===== src/inc/lbcs_params.svh =====
`ifndef LBCS_PARAMS_SVH
`define LBCS_PARAMS_SVH

// register offsets, byte addresses
`define LBCS_ADDR_PROGRESS 8'h00
`define LBCS_ADDR_LINE_SEL 8'h04
`define LBCS_ADDR_CHECK_TYPE 8'h08
`define LBCS_ADDR_IRQ_STAT 8'h0C
`define LBCS_ADDR_IRQ_MASK 8'h10
`define LBCS_ADDR_RIC 8'h14
`define LBCS_ADDR_CTRL_BYTE 8'h18
`define LBCS_ADDR_SYS_CTRL 8'h1C

// progress register bit positions
`define LBCS_BIT_SEND_FIRST 0
`define LBCS_BIT_SEND_SECOND 1
`define LBCS_BIT_ESC_SENDING 2
`define LBCS_BIT_EXPECT_FIRST 5
`define LBCS_BIT_EXPECT_SECOND 6
`define LBCS_BIT_SEND_REQ 10
`define LBCS_BIT_EXPECT_REQ 11

// control byte bit positions
`define LBCS_CB_ESCAPE 1
`define LBCS_CB_CHECK 3
`define LBCS_CB_DISCARD 4

// system control bit, interrupt code
`define LBCS_SCR_IRQ_BIT 7
`define LBCS_RIC_CODE 4'h5

// check type encodings
`define LBCS_CT_LRC8 2'h0
`define LBCS_CT_CRC16 2'h1
`define LBCS_CT_CCITT 2'h2

// interrupt status bits
`define LBCS_IRQ_RX_DONE 0
`define LBCS_IRQ_TX_DONE 1

`define LBCS_LINES 4
`define LBCS_LINE_W 2

`endif


===== src/inc/lbcs_pkg.sv =====
package lbcs_pkg;

    typedef struct packed {
        logic send_first;
        logic send_second;
        logic esc_sending;
        logic expect_first;
        logic expect_second;
        logic send_req;
        logic expect_req;
        logic [15:0] accum;
    } lbcs_line_t;

    // transmit side events of one line
    typedef struct packed {
        logic count_zero;
        logic ctrl_fetch;
        logic [7:0] ctrl_byte;
        logic load_first;
        logic load_second;
        logic esc_load;
        logic esc_sent;
    } lbcs_tx_ev_t;

    // receive side events of one line
    typedef struct packed {
        logic count_zero;
        logic ctrl_fetch;
        logic [7:0] ctrl_byte;
        logic char_valid;
        logic [7:0] char_data;
    } lbcs_rx_ev_t;

    typedef enum logic [1:0] {
        LBCS_IDLE = 2'b00,
        LBCS_POST = 2'b01
    } lbcs_post_state_t;

endpackage


===== src/lbcs_top.sv =====
// The implementer's own choices: the plain strobed port and the register addresses.
`timescale 1ns/1ns
`include "lbcs_params.svh"

// Summary of operation
// - Send-first flag sets when a marked transmit count hits zero with the send request set.
// - Send-first flag also sets on fetching a transmit control byte with bit 3 set.
// - Send-first flag clears once the first check byte is loaded for transmit.
// - Loading the first check byte sets send-second, cleared at once for single byte check.
// - Send-second flag clears when the second check byte is loaded.
// - Escape flag sets on loading an escape byte for control bit 1 and clears when sent.
// - Expect-first sets on receive count zero with expect request, or control byte bit 3.
// - While expect-first is set the next received byte enters the check calculation.
// - Completion posts high OR low accumulator bytes, line and code 0101 to the result reg.
// - Completion writes a discard control byte with bit 4 set.
// - Completion sets system control bit 7 to interrupt the host.
// - Two byte checks set expect-second and defer posting until the second byte.
// - Expect-second sets as expect-first falls during reception under a two byte check.
// - While expect-second is set the next byte is taken, then the result is posted.
module lbcs_top
    import lbcs_pkg::*;
(
    // clock and reset
    input wire logic clk,
    input wire logic rst,
    // register port
    input wire logic [7:0] reg_addr,
    input wire logic [15:0] reg_wdata,
    input wire logic reg_wr,
    input wire logic reg_rd,
    output logic [15:0] reg_rdata,
    // per line events
    input wire lbcs_tx_ev_t [`LBCS_LINES-1:0] tx_ev,
    input wire lbcs_rx_ev_t [`LBCS_LINES-1:0] rx_ev,
    // outputs
    output logic [7:0] discard_ctrl,
    output logic discard_valid,
    output logic irq
);
    typedef struct packed {
        logic [`LBCS_LINE_W-1:0] line_sel;
        logic [`LBCS_LINES*2-1:0] check_type;
        logic [1:0] irq_stat;
        logic [1:0] irq_mask;
        logic [15:0] receiver_interrupt_char_reg;
        logic [7:0] ctrl_byte;
        logic [7:0] sys_ctrl;
        logic [15:0] rdata;
        logic discard_valid;
        logic irq;
        logic post_pend;
        logic [`LBCS_LINE_W-1:0] post_line;
    } lbcs_top_state_t;

    lbcs_top_state_t s_q, s_d;
    lbcs_line_t [`LBCS_LINES-1:0] line_q;
    logic [`LBCS_LINES-1:0] rx_done, tx_done;
    logic [`LBCS_LINES-1:0] line_wr;
    logic any_rx, any_tx;
    logic [`LBCS_LINE_W-1:0] rx_line;
    logic [15:0] progress_rd;

    // -------------------------------------------------------------------
    // per line state
    // -------------------------------------------------------------------
    genvar g;
    generate
        for (g = 0; g < `LBCS_LINES; g++) begin : g_line
            assign line_wr[g] = reg_wr && (reg_addr == `LBCS_ADDR_PROGRESS)
                && (s_q.line_sel == `LBCS_LINE_W'(g));
            lbcs_line u_line (
                .clk(clk),
                .rst(rst),
                .check_type(s_q.check_type[g*2 +: 2]),
                .wr_req(line_wr[g]),
                .send_req_wr(reg_wdata[`LBCS_BIT_SEND_REQ]),
                .expect_req_wr(reg_wdata[`LBCS_BIT_EXPECT_REQ]),
                .tx_ev(tx_ev[g]),
                .rx_ev(rx_ev[g]),
                .line_q_o(line_q[g]),
                .rx_done(rx_done[g]),
                .tx_done(tx_done[g])
            );

            logic pair_check;
            assign pair_check = (s_q.check_type[g*2 +: 2] == `LBCS_CT_CRC16)
                || (s_q.check_type[g*2 +: 2] == `LBCS_CT_CCITT);

        end
    endgenerate

    always_comb begin
        any_rx = 1'b0;
        any_tx = 1'b0;
        rx_line = '0;
        for (int i = 0; i < `LBCS_LINES; i++) begin
            if (tx_done[i]) begin
                any_tx = 1'b1;
            end
            if (rx_done[i] && !any_rx) begin
                any_rx = 1'b1;
                rx_line = i[`LBCS_LINE_W-1:0];
            end
        end
    end

    // progress view of selected line; flags read only
    always_comb begin
        progress_rd = 16'h0000;
        progress_rd[`LBCS_BIT_SEND_FIRST] = line_q[s_q.line_sel].send_first;
        progress_rd[`LBCS_BIT_SEND_SECOND] = line_q[s_q.line_sel].send_second;
        progress_rd[`LBCS_BIT_ESC_SENDING] = line_q[s_q.line_sel].esc_sending;
        progress_rd[`LBCS_BIT_EXPECT_FIRST] = line_q[s_q.line_sel].expect_first;
        progress_rd[`LBCS_BIT_EXPECT_SECOND] = line_q[s_q.line_sel].expect_second;
        progress_rd[`LBCS_BIT_SEND_REQ] = line_q[s_q.line_sel].send_req;
        progress_rd[`LBCS_BIT_EXPECT_REQ] = line_q[s_q.line_sel].expect_req;
    end

    // -------------------------------------------------------------------
    // registers and completion posting
    // -------------------------------------------------------------------
    always_comb begin
        s_d = s_q;
        s_d.discard_valid = 1'b0;
        if (reg_wr) begin
            case (reg_addr)
                `LBCS_ADDR_LINE_SEL: s_d.line_sel = reg_wdata[`LBCS_LINE_W-1:0];
                `LBCS_ADDR_CHECK_TYPE: s_d.check_type = reg_wdata[`LBCS_LINES*2-1:0];
                `LBCS_ADDR_IRQ_STAT: s_d.irq_stat = s_q.irq_stat & ~reg_wdata[1:0];
                `LBCS_ADDR_IRQ_MASK: s_d.irq_mask = reg_wdata[1:0];
                `LBCS_ADDR_SYS_CTRL: s_d.sys_ctrl = reg_wdata[7:0];
                default: s_d.line_sel = s_q.line_sel;
            endcase
        end
        // posted a cycle after the last check char, once its line has folded it in
        s_d.post_pend = any_rx;
        s_d.post_line = rx_line;
        if (s_q.post_pend) begin
            s_d.receiver_interrupt_char_reg = {2'h0, s_q.post_line, `LBCS_RIC_CODE,
                line_q[s_q.post_line].accum[15:8] | line_q[s_q.post_line].accum[7:0]};
            s_d.ctrl_byte = 8'h00;
            s_d.ctrl_byte[`LBCS_CB_DISCARD] = 1'b1;
            s_d.discard_valid = 1'b1;
            s_d.sys_ctrl[`LBCS_SCR_IRQ_BIT] = 1'b1;
            s_d.irq_stat[`LBCS_IRQ_RX_DONE] = 1'b1;
        end
        if (any_tx) begin
            s_d.irq_stat[`LBCS_IRQ_TX_DONE] = 1'b1;
        end
        s_d.rdata = 16'h0000;
        if (reg_rd) begin
            case (reg_addr)
                `LBCS_ADDR_PROGRESS: s_d.rdata = progress_rd;
                `LBCS_ADDR_LINE_SEL: s_d.rdata = {14'h0000, s_q.line_sel};
                `LBCS_ADDR_CHECK_TYPE: s_d.rdata = {8'h00, s_q.check_type};
                `LBCS_ADDR_IRQ_STAT: s_d.rdata = {14'h0000, s_q.irq_stat};
                `LBCS_ADDR_IRQ_MASK: s_d.rdata = {14'h0000, s_q.irq_mask};
                `LBCS_ADDR_RIC: s_d.rdata = s_q.receiver_interrupt_char_reg;
                `LBCS_ADDR_CTRL_BYTE: s_d.rdata = {8'h00, s_q.ctrl_byte};
                `LBCS_ADDR_SYS_CTRL: s_d.rdata = {8'h00, s_q.sys_ctrl};
                default: s_d.rdata = 16'h0000;
            endcase
        end
        s_d.irq = |(s_d.irq_stat & s_d.irq_mask);
    end

    always_ff @(posedge clk or posedge rst) begin
        if (rst) begin
            s_q <= '0;
        end else begin
            s_q <= s_d;
        end
    end

    assign reg_rdata = s_q.rdata;
    assign discard_ctrl = s_q.ctrl_byte;
    assign discard_valid = s_q.discard_valid;
    assign irq = s_q.irq;
endmodule


===== src/lbcs_line.sv =====
`timescale 1ns/1ns
`include "lbcs_params.svh"

module lbcs_line
    import lbcs_pkg::*;
(
    // clock and reset
    input wire logic clk,
    input wire logic rst,
    // configuration
    input wire logic [1:0] check_type,
    input wire logic wr_req,
    input wire logic send_req_wr,
    input wire logic expect_req_wr,
    // events
    input wire lbcs_tx_ev_t tx_ev,
    input wire lbcs_rx_ev_t rx_ev,
    // state out
    output lbcs_line_t line_q_o,
    output logic rx_done,
    output logic tx_done
);
    lbcs_line_t s_q, s_d;
    logic two_byte;
    logic take_char;

    assign two_byte = (check_type == `LBCS_CT_CRC16) || (check_type == `LBCS_CT_CCITT);
    assign take_char = rx_ev.char_valid && (s_q.expect_first || s_q.expect_second);

    always_comb begin
        s_d = s_q;
        rx_done = 1'b0;
        tx_done = 1'b0;
        if (wr_req) begin
            s_d.send_req = send_req_wr;
            s_d.expect_req = expect_req_wr;
        end
        // transmit progress
        if (tx_ev.load_first) begin
            s_d.send_first = 1'b0;
            s_d.send_second = two_byte;
            tx_done = !two_byte;
        end
        if (tx_ev.load_second) begin
            s_d.send_second = 1'b0;
            tx_done = 1'b1;
        end
        if ((tx_ev.count_zero && s_q.send_req)
            || (tx_ev.ctrl_fetch && tx_ev.ctrl_byte[`LBCS_CB_CHECK])) begin
            s_d.send_first = 1'b1;
        end
        if (tx_ev.esc_sent) begin
            s_d.esc_sending = 1'b0;
        end
        if (tx_ev.esc_load && tx_ev.ctrl_byte[`LBCS_CB_ESCAPE]) begin
            s_d.esc_sending = 1'b1;
        end
        // receive progress
        if (take_char) begin
            s_d.accum = s_q.accum ^ {s_q.accum[7:0], rx_ev.char_data};
            if (s_q.expect_first) begin
                s_d.expect_first = 1'b0;
                s_d.expect_second = two_byte;
                rx_done = !two_byte;
            end else begin
                s_d.expect_second = 1'b0;
                rx_done = 1'b1;
            end
        end
        if ((rx_ev.count_zero && s_q.expect_req)
            || (rx_ev.ctrl_fetch && rx_ev.ctrl_byte[`LBCS_CB_CHECK])) begin
            s_d.expect_first = 1'b1;
            if (!s_q.expect_first && !s_q.expect_second) begin
                s_d.accum = 16'h0000;
            end
        end
    end

    always_ff @(posedge clk or posedge rst) begin
        if (rst) begin
            s_q <= '0;
        end else begin
            s_q <= s_d;
        end
    end

    assign line_q_o = s_q;
endmodule


===== config.mk =====
export PLATFORM = sky130hd
export DESIGN_NAME = lbcs_top
export DESIGN_NICKNAME = d
export VERILOG_FILES = /design/src/inc/lbcs_pkg.sv /design/src/lbcs_top.sv /design/src/lbcs_line.sv
export VERILOG_INCLUDE_DIRS = /design/src /design/src/inc
export SDC_FILE = /design/constraint.sdc
export NUM_CORES = 1
export LEC_CHECK = 0
export ABC_AREA = 1
export BUFFER_PORTS_ARGS = -buffer_cell sky130_fd_sc_hd__buf_2
export CORE_MARGIN = 2
export CORE_UTILIZATION = 53
export DETAILED_ROUTE_END_ITERATION = 8
export PLACE_DENSITY = 0.8
export SYNTH_ARGS = -nofsm -noshare
export SYNTH_HDL_FRONTEND = slang
export SYNTH_SLANG_ARGS = --single-unit

===== constraint.sdc =====
create_clock -name clk -period 5.2 [get_ports clk]
set_input_delay 0.26 -clock clk [delete_from_list [all_inputs] [get_ports clk]]
set_output_delay 0.26 -clock clk [all_outputs]
set_load 0.05 [all_outputs]

==> results of run 1 <==
==> worst max-delay path by stage <==
stage / start / endpoint / slack [ps] / depth (start not counted)
2_1_floorplan: rst / discard_valid / 1100 / 1
3_3_place_gp: s_q[0] / s_q[43] / 3310 / 3
3_5_place_dp: s_q[0] / s_q[43] / 3250 / 3
4_1_cts: s_q[0] / s_q[43] / 3240 / 3
5_1_grt: g_line[0].u_line.line_q_o[19] / g_line[0].u_line.line_q_o[6] / 3090 / 7
6_report: s_q[0] / s_q[44] / 3160 / 3
==> power by group <==
part | switching, mW | total, mW | internal (mW)
clock network | 0.448 | 1.25 | 0.802
registers | 0.234 | 1.66 | 1.42
logic | 0.480 | 0.798 | 0.318
total | 1.16 | 3.70 | 2.54
==> worst reg2reg max path, stage by stage, from the launching register on <==
cell	delay, ps
dfrtp_1	760
inv_2	320
o311ai_0	670
nand3_1	140
==> cells in the mapped netlist (2+ instances only) <==
| master | number | area share (%) |
|---|---|---|
| nand2_1 | 209 | 11 |
| dfrtp_1 | 143 | 51 |
| inv_1 | 102 | 5.4 |
| nor2_1 | 88 | 4.7 |
| o21ai_0 | 43 | 3.0 |
| xor2_1 | 33 | 4.1 |
| buf_4 | 29 | 3.1 |
| nand3_1 | 29 | 2.1 |
| a21oi_1 | 21 | 1.5 |
| nor3_1 | 19 | 1.3 |
| o21ai_1 | 14 | 0.99 |
| nor3b_1 | 10 | 1.1 |
| o31ai_1 | 10 | 1.1 |
| xnor2_1 | 10 | 1.2 |
| inv_2 | 8 | 0.43 |
| o211ai_1 | 7 | 0.74 |
| nand2_2 | 6 | 0.53 |
| nor2_4 | 6 | 0.96 |
| o311ai_0 | 6 | 0.74 |
| buf_2 | 5 | 0.35 |
| nor2_2 | 5 | 0.44 |
| a31oi_1 | 4 | 0.35 |
| nand4_1 | 4 | 0.35 |
| o21bai_1 | 4 | 0.43 |
| clkinv_1 | 3 | 0.16 |
| o22ai_1 | 3 | 0.27 |
| or2_2 | 3 | 0.27 |
| a22o_1 | 2 | 0.25 |
| buf_6 | 2 | 0.32 |
| nand2_4 | 2 | 0.32 |
| o21a_1 | 2 | 0.21 |
==> per-stage QoR <==
step / hold WS, ps / util [%] / worst slack [ps]
floorplan: 345 / - / 1100
CTS: 12.0 / 62.9 / 3240
global placement: 429 / 58.2 / 3310
detailed placement: 442 / 58.2 / 3250
finish: -23.2 / 63.0 / 3160
global route: 14.8 / 63.0 / 3090
==> area by class of cell <==
type / count / area share [%]
multi-input combinational: 559 / 34.1
timing repair buffer: 118 / 7.17
sequential: 143 / 43.3
antenna: 1 / 0.0303
tap: 176 / 2.66
clock inverter: 10 / 1.62
clock buffer: 22 / 5.85
inverter: 114 / 5.26
==> routing by layer <==
layer / GRT usage [%] / vias up / routed length [um]
met5: 0 / - / 0
met4: 10.6 / 0 / 335
met3: 4.79 / 26 / 973
met2: 38.5 / 215 / 7840
met1: 32.4 / 2759 / 7080
li1: - / 2861 / -
==> cells by family (layout without fill, tap and decap cells) <==
family	Yosys count	count (layout)	synth area share, %
buf+inv	150	264	9.85
other cells	1	11	0.0531
flops	143	143	50.7
compound gates	120	120	10.1
xor+xnor	43	43	5.33
simple gates	386	386	24.0
==> state kept, by name, indices dropped and copies added, names as in the netlist <==
name and cells:
g_line.u_line.line_q_o 92, s_q 36, irq 1, discard_valid 1
reg_rdata 13
==> metrics.cfg, run 1 <==
[status]
status=finished, violations left
violations=negative hold slack

[timing]
hold_viol=20
holdWs_ps=-23.2
period_share_pct=39.2
setup_viol=0
fmax_ghz=0.491
max_slew_margin_pct=22.4
rsz0062_at_grt=no
fin_crit_ps=2040
skew_ps=10.1
finalSetupTns_ps=0
finalMaxSlewViolations=0
tightest_slew_ps=1160

[layout]
nets=1113
seqCellArea_mm2=0.00358
layout_commonest_cell=nand2_1
final_cell_count_no_fill=1143
synthToLayoutAreaGrowth_pct=17.1
multiInputGateArea_mm2=0.00282
fillerInstances=1156
final_layout_size_suffix_gt1_share_pct=19.3
final_area_mm2=0.00827
final_cell_mix=209 x nand2_1, 143 x dfrtp_1, 117 x buf_2

[critical_path]
crit_arrival_ps=2310
crit_buf_inv=1
critPathLaunchType=flop
path_max_fanout=18
crit_type=flop to flop
rrSetupSlack_ps=3160
worstPathRequired_ps=5470
timing.rr.start=s_q[0]
slowest_stage=dfrtp_1
r2r_cells=3
worstReg2RegEnd=s_q[44]
crit_family=flip-flops
path_cells=inv_2 -> o311ai_0 -> nand3_1
crit_path_end_kind=flop
critPathMaxStageDelay_ps=760

[pwr]
leakage_nw=4.24
power.density_mw_per_mm2=448
p_total_mw=3.70
irDropWorstVdd_mv=0.249

[drt]
routed_wl_um=16200
dr.first_iter.drc_count=427
avgRoutedWirePerCell_um=14.2
route.vias.total=5861
final_antenna_net_count=0
drc=0
via_per_inst=5.13
dr.pass1.iters=6

[yosys]
synth_cells=843
synth-edff-count=0
ys_ff_latch=143
ys_seq_area_share_pct=50.7
yosysWarnings=0
synthFlopType=dfrtp_1
synth_cell_types=42
syn_avg_cell_area_um2=8.38
synth_async_sr_flop_share_pct=100
synth_area_mm2=0.00706

[placed_design]
io_buffers=117
gp_congestion=0.847
dp_cells=1110
hpwl_um=11700
placed_cell_area_mm2=0.00765

[run]
maxCapViolCount=0

[clocking]
clockBufferDepth=2
clk_pin_slew_ps=60
cts_hold_buf=0
h-tree-depth=4
clk_latency_ps=420
clock-sinks=143
cts_tree=built
cts_resized=0
clock-root-buffer=clkbuf_16
post_cts_buffers=0
cts_buffers=17

[die]
die-area_mm2=0.0143
std_cell_rows=42
ios=186
die_w_um=119
core_area_mm2=0.0131
start_util_pct=53.8
die_h_um=119

[worst_hold_path]
holdCritPathClass=primary input to asynchronous set/reset pin

[global_route]
grt_overflow_total=0
grt_max_degree=92
grt_pass1_vias=5644
grt_usage_pct=24.2
grt_pass1_wl_um=27100
antenna_found_initial=1

Note: power is estimated with default switching activity, not from simulation.
==> run 2: changes to the inputs <==
--- a/config.mk
+++ b/config.mk
@@ -9,9 +9,9 @@
 export ABC_AREA = 1
 export BUFFER_PORTS_ARGS = -buffer_cell sky130_fd_sc_hd__buf_2
 export CORE_MARGIN = 2
-export CORE_UTILIZATION = 53
+export CORE_UTILIZATION = 48
 export DETAILED_ROUTE_END_ITERATION = 8
-export PLACE_DENSITY = 0.8
+export PLACE_DENSITY = 0.77
 export SYNTH_ARGS = -nofsm -noshare
 export SYNTH_HDL_FRONTEND = slang
 export SYNTH_SLANG_ARGS = --single-unit
==> constraint.sdc (replaced) <==
create_clock -name clk -period 1.8 [get_ports clk]
set_input_delay 0.09 -clock clk [delete_from_list [all_inputs] [get_ports clk]]
set_output_delay 0.09 -clock clk [all_outputs]
set_load 0.05 [all_outputs]
==> run 2 against run 1 <==
  * The run now ends clean
  * Wire length rose by 9.8%
  * Sequential power rose to 2.9 times the previous value
  * Highest routed layer unchanged
  * First-iteration DRC count rose by 1.6%
  * Die area rose by 10%
  * Largest cell class unchanged
  * Largest power group unchanged
  * Critical endpoint is now g_line[2].u_line.line_q_o[22]
  * Setup slack got worse by 3100 ps
  * Sequential cell count did not move
==> metrics.cfg, run 2 (same netlist as run 1, synthesis figures left out) <==
[drt]
route.vias.total=6195  ; +5.7%
drc=0  ; unchanged
avgRoutedWirePerCell_um=14.6  ; +2.6%
routed_wl_um=17800  ; +9.8%
dr.pass1.iters=5  ; -1
via_per_inst=5.07  ; -1.2%
final_antenna_net_count=0  ; unchanged
dr.first_iter.drc_count=434  ; +1.6%

[die]
start_util_pct=48.8  ; -5.0 points
die-area_mm2=0.0157  ; +10%
die_h_um=125  ; +4.9%
ios=186  ; unchanged
core_area_mm2=0.0145  ; +10%
std_cell_rows=44  ; +4.8%
die_w_um=125  ; +4.9%

[global_route]
grt_pass1_wl_um=29900  ; +10%
grt_usage_pct=23.8  ; -0.39 points
antenna_found_initial=0  ; -1
grt_overflow_total=0  ; unchanged
grt_max_degree=49  ; -47%
grt_pass1_vias=6172  ; +9.4%

[critical_path]
slowest_stage=dlygate4sd3_1
path_cells=dlygate4sd3_1 -> buf_2 -> nand2_1 -> dlygate4sd3_1 -> nand3_1 -> dlygate4sd3_1
crit_type=primary input to flop
r2r_cells=5  ; +2
path_max_fanout=1  ; -17
worstPathRequired_ps=2100  ; -3370 ps
crit_arrival_ps=2070  ; -240 ps
crit_buf_inv=4  ; +3
critPathMaxStageDelay_ps=600  ; -160 ps
critPathLaunchType=primary input
crit_family=buffers and inverters
crit_path_end_kind=flop
crit_top_cell=dlygate4sd3_1
rrSetupSlack_ps=140  ; -3020 ps
worstReg2RegEnd=g_line[0].u_line.line_q_o[21]
timing.rr.start=s_q[57]

[status]
status=finished clean

[timing]
finalMaxSlewViolations=0  ; unchanged
hold_viol=0  ; -100%
tightest_slew_ps=704  ; -456 ps
rsz0062_at_grt=no
max_slew_margin_pct=52.5  ; +30 points
period_share_pct=98.5
setup_viol=0  ; unchanged
skew_ps=6.80  ; -3.28 ps
fmax_ghz=0.564
fin_crit_ps=1770
finalSetupTns_ps=0  ; unchanged

[layout]
final_layout_size_suffix_gt1_share_pct=19.2  ; -0.083 points
seqCellArea_mm2=0.00358  ; unchanged
largest_reg_flops=92  ; unchanged
final_cell_mix=209 x nand2_1, 143 x dfrtp_1, 117 x buf_2
layout_commonest_cell=nand2_1
multiInputGateArea_mm2=0.00283  ; about the same
synthToLayoutAreaGrowth_pct=27.0
fillerInstances=1207  ; +4.4%
nets=1186  ; +6.6%

[placed_design]
hpwl_um=12300  ; +5.2%
io_buffers=117  ; unchanged
gp_congestion=0.858  ; +1.3%

[pwr]
power_frac_clock_pct=32.4  ; -1.3 points
swShare_pct=32.0  ; +0.64 points
power.internal_mw=7.29  ; +190%
leakage_nw=4.54  ; +7.1%
irDropWorstVdd_mv=0.729  ; +190%
power_frac_comb_pct=23.2  ; +1.7 points
seq_power_share_pct=44.4  ; -0.3 points
p_sw_mw=3.43  ; +200%
p_total_mw=10.7  ; +190%
power.density_mw_per_mm2=1200  ; +170%

[clocking]
clock-root-buffer=clkbuf_16
clock-sinks=143  ; unchanged
clk_pin_slew_ps=60  ; about the same
clockBufferDepth=2  ; unchanged
cts_tree=built
post_cts_buffers=0  ; unchanged
h-tree-depth=4  ; unchanged
cts_buffers=17  ; unchanged
clk_latency_ps=420  ; about the same

[run]
maxCapViolCount=0  ; unchanged

[worst_hold_path]
whs_endpoint=g_line[3].u_line.line_q_o[3]
hold_depth=4
holdCritPathClass=primary input to flop
holdCritStartpoint=rx_ev[60]

[run 2: cell type report]
type                    instances  share of cell area, %
diodes                          1                 0.0279
clock buffers                  20                   5.20
clock inverters                11                   1.28
inverters                     114                   4.84
multi-input cells             559                   31.5
flip-flops and latches        143                   39.9
well taps                     184                   2.57
repair buffers                191                   14.7
[run 2: worst reg2reg max path, stage by stage, from the launching register on]
cell	delay, ps
dfrtp_1	410
xnor2_1	370
nand2_1	90
nand2_1	90
dlygate4sd3_1	560
nor2_1	40
[run 2: timing repair]
action	in CTS	in global routing
hold endpoints to repair	73	0
hold buffers	61	0
resized for setup	0	1
setup endpoints to repair	0	1
[run 2: worst max path at each step]
stage,from,depth (start not counted),endpoint,slack [ps]
final,tx_ev[35],6,g_line[2].u_line.line_q_o[22],30
after global routing,tx_ev[35],6,g_line[2].u_line.line_q_o[22],50
after CTS,tx_ev[7],6,g_line[0].u_line.line_q_o[22],160
after detailed placement,g_line[0].u_line.line_q_o[16],4,g_line[0].u_line.line_q_o[1],130
after global placement,g_line[0].u_line.line_q_o[16],4,g_line[0].u_line.line_q_o[5],170
after floorplan,rst,1,discard_valid,-80
[run 2: metal layers]
layer | vias up | share of wire, % | global-route usage, %
li1 | 3008 | - | -
met1 | 2939 | 43 | 30.7
met2 | 207 | 48 | 39.2
met3 | 41 | 5.3 | 5.91
met4 | 0 | 2.9 | 8.95
met5 | - | 0 | 0
[run 2: through the flow]
step                std cells  hold slack, ps  utilization [%]  cell area (um2)  setup slack, ps
global route             1222            19.3             61.9             8970             45.5
finish                   1223            4.05             62.0             8970             26.6
global placement         1130             161             53.7             7770              175
detailed placement       1130             160             53.7             7770              135
CTS                      1222           0.879             61.9             8970              156
floorplan                 852             175                -             7100            -81.1
[run 2: power by group through the flow]
stage	combinational, mW	clock, mW	sequential [mW]
2_1_floorplan	1.77	0	4.63
3_3_place_gp	2.24	0	4.75
3_5_place_dp	2.33	0	4.79
4_1_cts	2.48	3.50	4.75
5_1_grt	2.85	3.65	4.87
6_report	2.49	3.47	4.77
==> run 3: changes to the inputs <==
--- a/config.mk
+++ b/config.mk
@@ -9,9 +9,9 @@
 export ABC_AREA = 1
 export BUFFER_PORTS_ARGS = -buffer_cell sky130_fd_sc_hd__buf_2
 export CORE_MARGIN = 2
-export CORE_UTILIZATION = 48
+export CORE_UTILIZATION = 35
 export DETAILED_ROUTE_END_ITERATION = 8
-export PLACE_DENSITY = 0.77
+export PLACE_DENSITY = 0.59
 export SYNTH_ARGS = -nofsm -noshare
 export SYNTH_HDL_FRONTEND = slang
 export SYNTH_SLANG_ARGS = --single-unit
==> run 3 against run 2 <==
  * Cell area is 2.8% higher
  * Largest cell class unchanged
  * Critical path type unchanged
  * Cell count is 7.3% higher
  * Wire length is 1.9% higher
  * Non-clock buffer count is 8 higher
  * Sequential cell count stayed put
  * Critical path depth stayed put
  * Die area is 36% higher
  * Highest routed layer unchanged
  * Setup slack better by 130 ps
  * First-iteration DRC count is 32% lower
  * Utilization is 15 points lower
  * Clock power is 9.5% higher
  * Register-to-register slack better by 30 ps
==> metrics.cfg, run 3 (same netlist as run 1, synthesis figures left out) <==
[status]
status=finished clean

[worst_hold_path]
holdCritPathClass=primary input to flop

[die]
die_w_um=146  ; +17%
die_h_um=146  ; +17%
die-area_mm2=0.0213  ; +36%
ios=186  ; unchanged
start_util_pct=35.9  ; -13 points
core_area_mm2=0.0197  ; +36%
std_cell_rows=51  ; +16%

[pwr]
irDropWorstVdd_mv=0.680  ; -6.6%
leakage_nw=4.61  ; +1.5%
power.density_mw_per_mm2=1200  ; +0.22%

[drt]
route.vias.total=5983  ; -3.4%
routed_wl_um=18200  ; +1.9%
avgRoutedWirePerCell_um=13.8  ; -5.0%
final_antenna_net_count=0  ; unchanged
via_per_inst=4.56  ; -10%
drc=0  ; unchanged
dr.first_iter.drc_count=295  ; -32%
dr.pass1.iters=5  ; unchanged

[global_route]
grt_max_degree=42  ; -14%
grt_usage_pct=17.8  ; -6.1 points
antenna_found_initial=0  ; unchanged
grt_pass1_vias=6070  ; -1.7%
grt_pass1_wl_um=30000  ; +0.23%
grt_overflow_total=0  ; unchanged

[layout]
nets=1194  ; +0.67%
final_area_mm2=0.00922  ; +2.8%
final_cell_mix=209 x nand2_1, 143 x dfrtp_1, 117 x buf_2
final_layout_size_suffix_gt1_share_pct=19.5  ; +0.31 points
final_cell_count_no_fill=1312  ; +7.3%
synthToLayoutAreaGrowth_pct=30.5
largest_reg_flops=92  ; unchanged
antennaDiodeCount=0  ; -1
layout_commonest_cell=nand2_1

[placed_design]
io_buffers=117  ; unchanged
gp_congestion=0.825  ; -3.8%
dp_cells=1216  ; +7.6%
hpwl_um=13300  ; +8.4%
placed_cell_area_mm2=0.00794  ; +2.1%

[clocking]
clock-sinks=143  ; unchanged
cts_tree=built
clk_pin_slew_ps=60  ; about the same
clk_latency_ps=430  ; about the same
cts_buffers=17  ; unchanged
post_cts_buffers=0  ; unchanged
clock-root-buffer=clkbuf_16
h-tree-depth=4  ; unchanged
clockBufferDepth=2  ; unchanged

[timing]
skew_ps=8.16  ; +1.36 ps
fin_crit_ps=1640  ; -129 ps
finalMaxSlewViolations=0  ; unchanged
rsz0062_at_grt=no
setup_viol=0  ; unchanged
max_slew_margin_pct=51.2  ; -1.3 points
fmax_ghz=0.608  ; +7.9%
period_share_pct=91.3  ; -7.2 points
tightest_slew_ps=723  ; +19.5 ps
hold_viol=0  ; unchanged

[critical_path]
worstPathRequired_ps=2110  ; about the same
crit_arrival_ps=1950  ; -120 ps
crit_path_end_kind=flop
crit_type=primary input to flop
critPathLaunchType=primary input
path_max_fanout=1  ; unchanged

[run]
maxCapViolCount=0  ; unchanged

-- run 3: final timing paths --
check                           slack, ps  cells past startpoint                         start                            end
worst min-delay path                   20                      4                     rx_ev[24]   g_line[1].u_line.line_q_o[5]
worst max-delay path                  160                      6                     tx_ev[35]  g_line[2].u_line.line_q_o[22]
max in group asynchronous             850                      5                           rst                   reg_rdata[3]
worst min register to register        460                      1  g_line[3].u_line.line_q_o[6]  g_line[3].u_line.line_q_o[14]
min in group asynchronous             190                      3                           rst   g_line[0].u_line.line_q_o[6]
worst max register to register        170                      5                       s_q[58]  g_line[0].u_line.line_q_o[21]
-- run 3: through the flow --
stage / total power, mW / setup slack (ps) / utilization [%] / setup TNS (ps) / hold WS (ps)
floorplan: 6.40 / -81.1 / - / -11590 / 175
global placement: 7.08 / 120 / 40.4 / 0 / 93.3
detailed placement: 7.18 / 124 / 40.4 / 0 / 96.2
CTS: 11.1 / 105 / 46.9 / 0 / 5.87
global route: 11.7 / 89.2 / 46.9 / 0 / 31.5
finish: 11.0 / 156 / 46.9 / 0 / 16.0
-- run 3: timing repair --
| action | CTS | global route |
|---|---|---|
| setup endpoints to repair | 0 | 5 |
| hold buffers | 64 | 0 |
| endpoints found under the hold margin | 145 | 0 |
| gates resized for setup | 0 | 1 |
-- run 3: power breakdown --
part / leakage (nW) / switching (mW) / internal, mW / total (mW)
logic: 2.55 / 1.41 / 1.08 / 2.48
registers: 1.76 / 0.652 / 4.11 / 4.76
clock network: 0.299 / 1.40 / 2.40 / 3.80
-- run 3: critical path, cell delays in order --
cell	delay (ps)
dlygate4sd3_1	530
buf_2	120
nand2_1	50
dlygate4sd3_1	540
nand3_1	70
dlygate4sd3_1	560
-- run 3: final cells by class --
cell class | count | area [um2]
Fill cell | 1924 | 10400
Sequential cell | 143 | 3580
Multi-Input combinational cell | 559 | 2830
Timing Repair Buffer | 199 | 1410
Clock buffer | 20 | 457
Inverter | 114 | 434
Tap cell | 265 | 332
Clock inverter | 12 | 181
-- run 3: per-layer routing --
layer	track usage, %	up-vias	part of all wire (%)
met1	22.9	2772	46
met3	3.53	32	3.8
li1	-	3026	-
met4	6.84	0	2.6
met2	29.6	153	47
met5	0	-	0
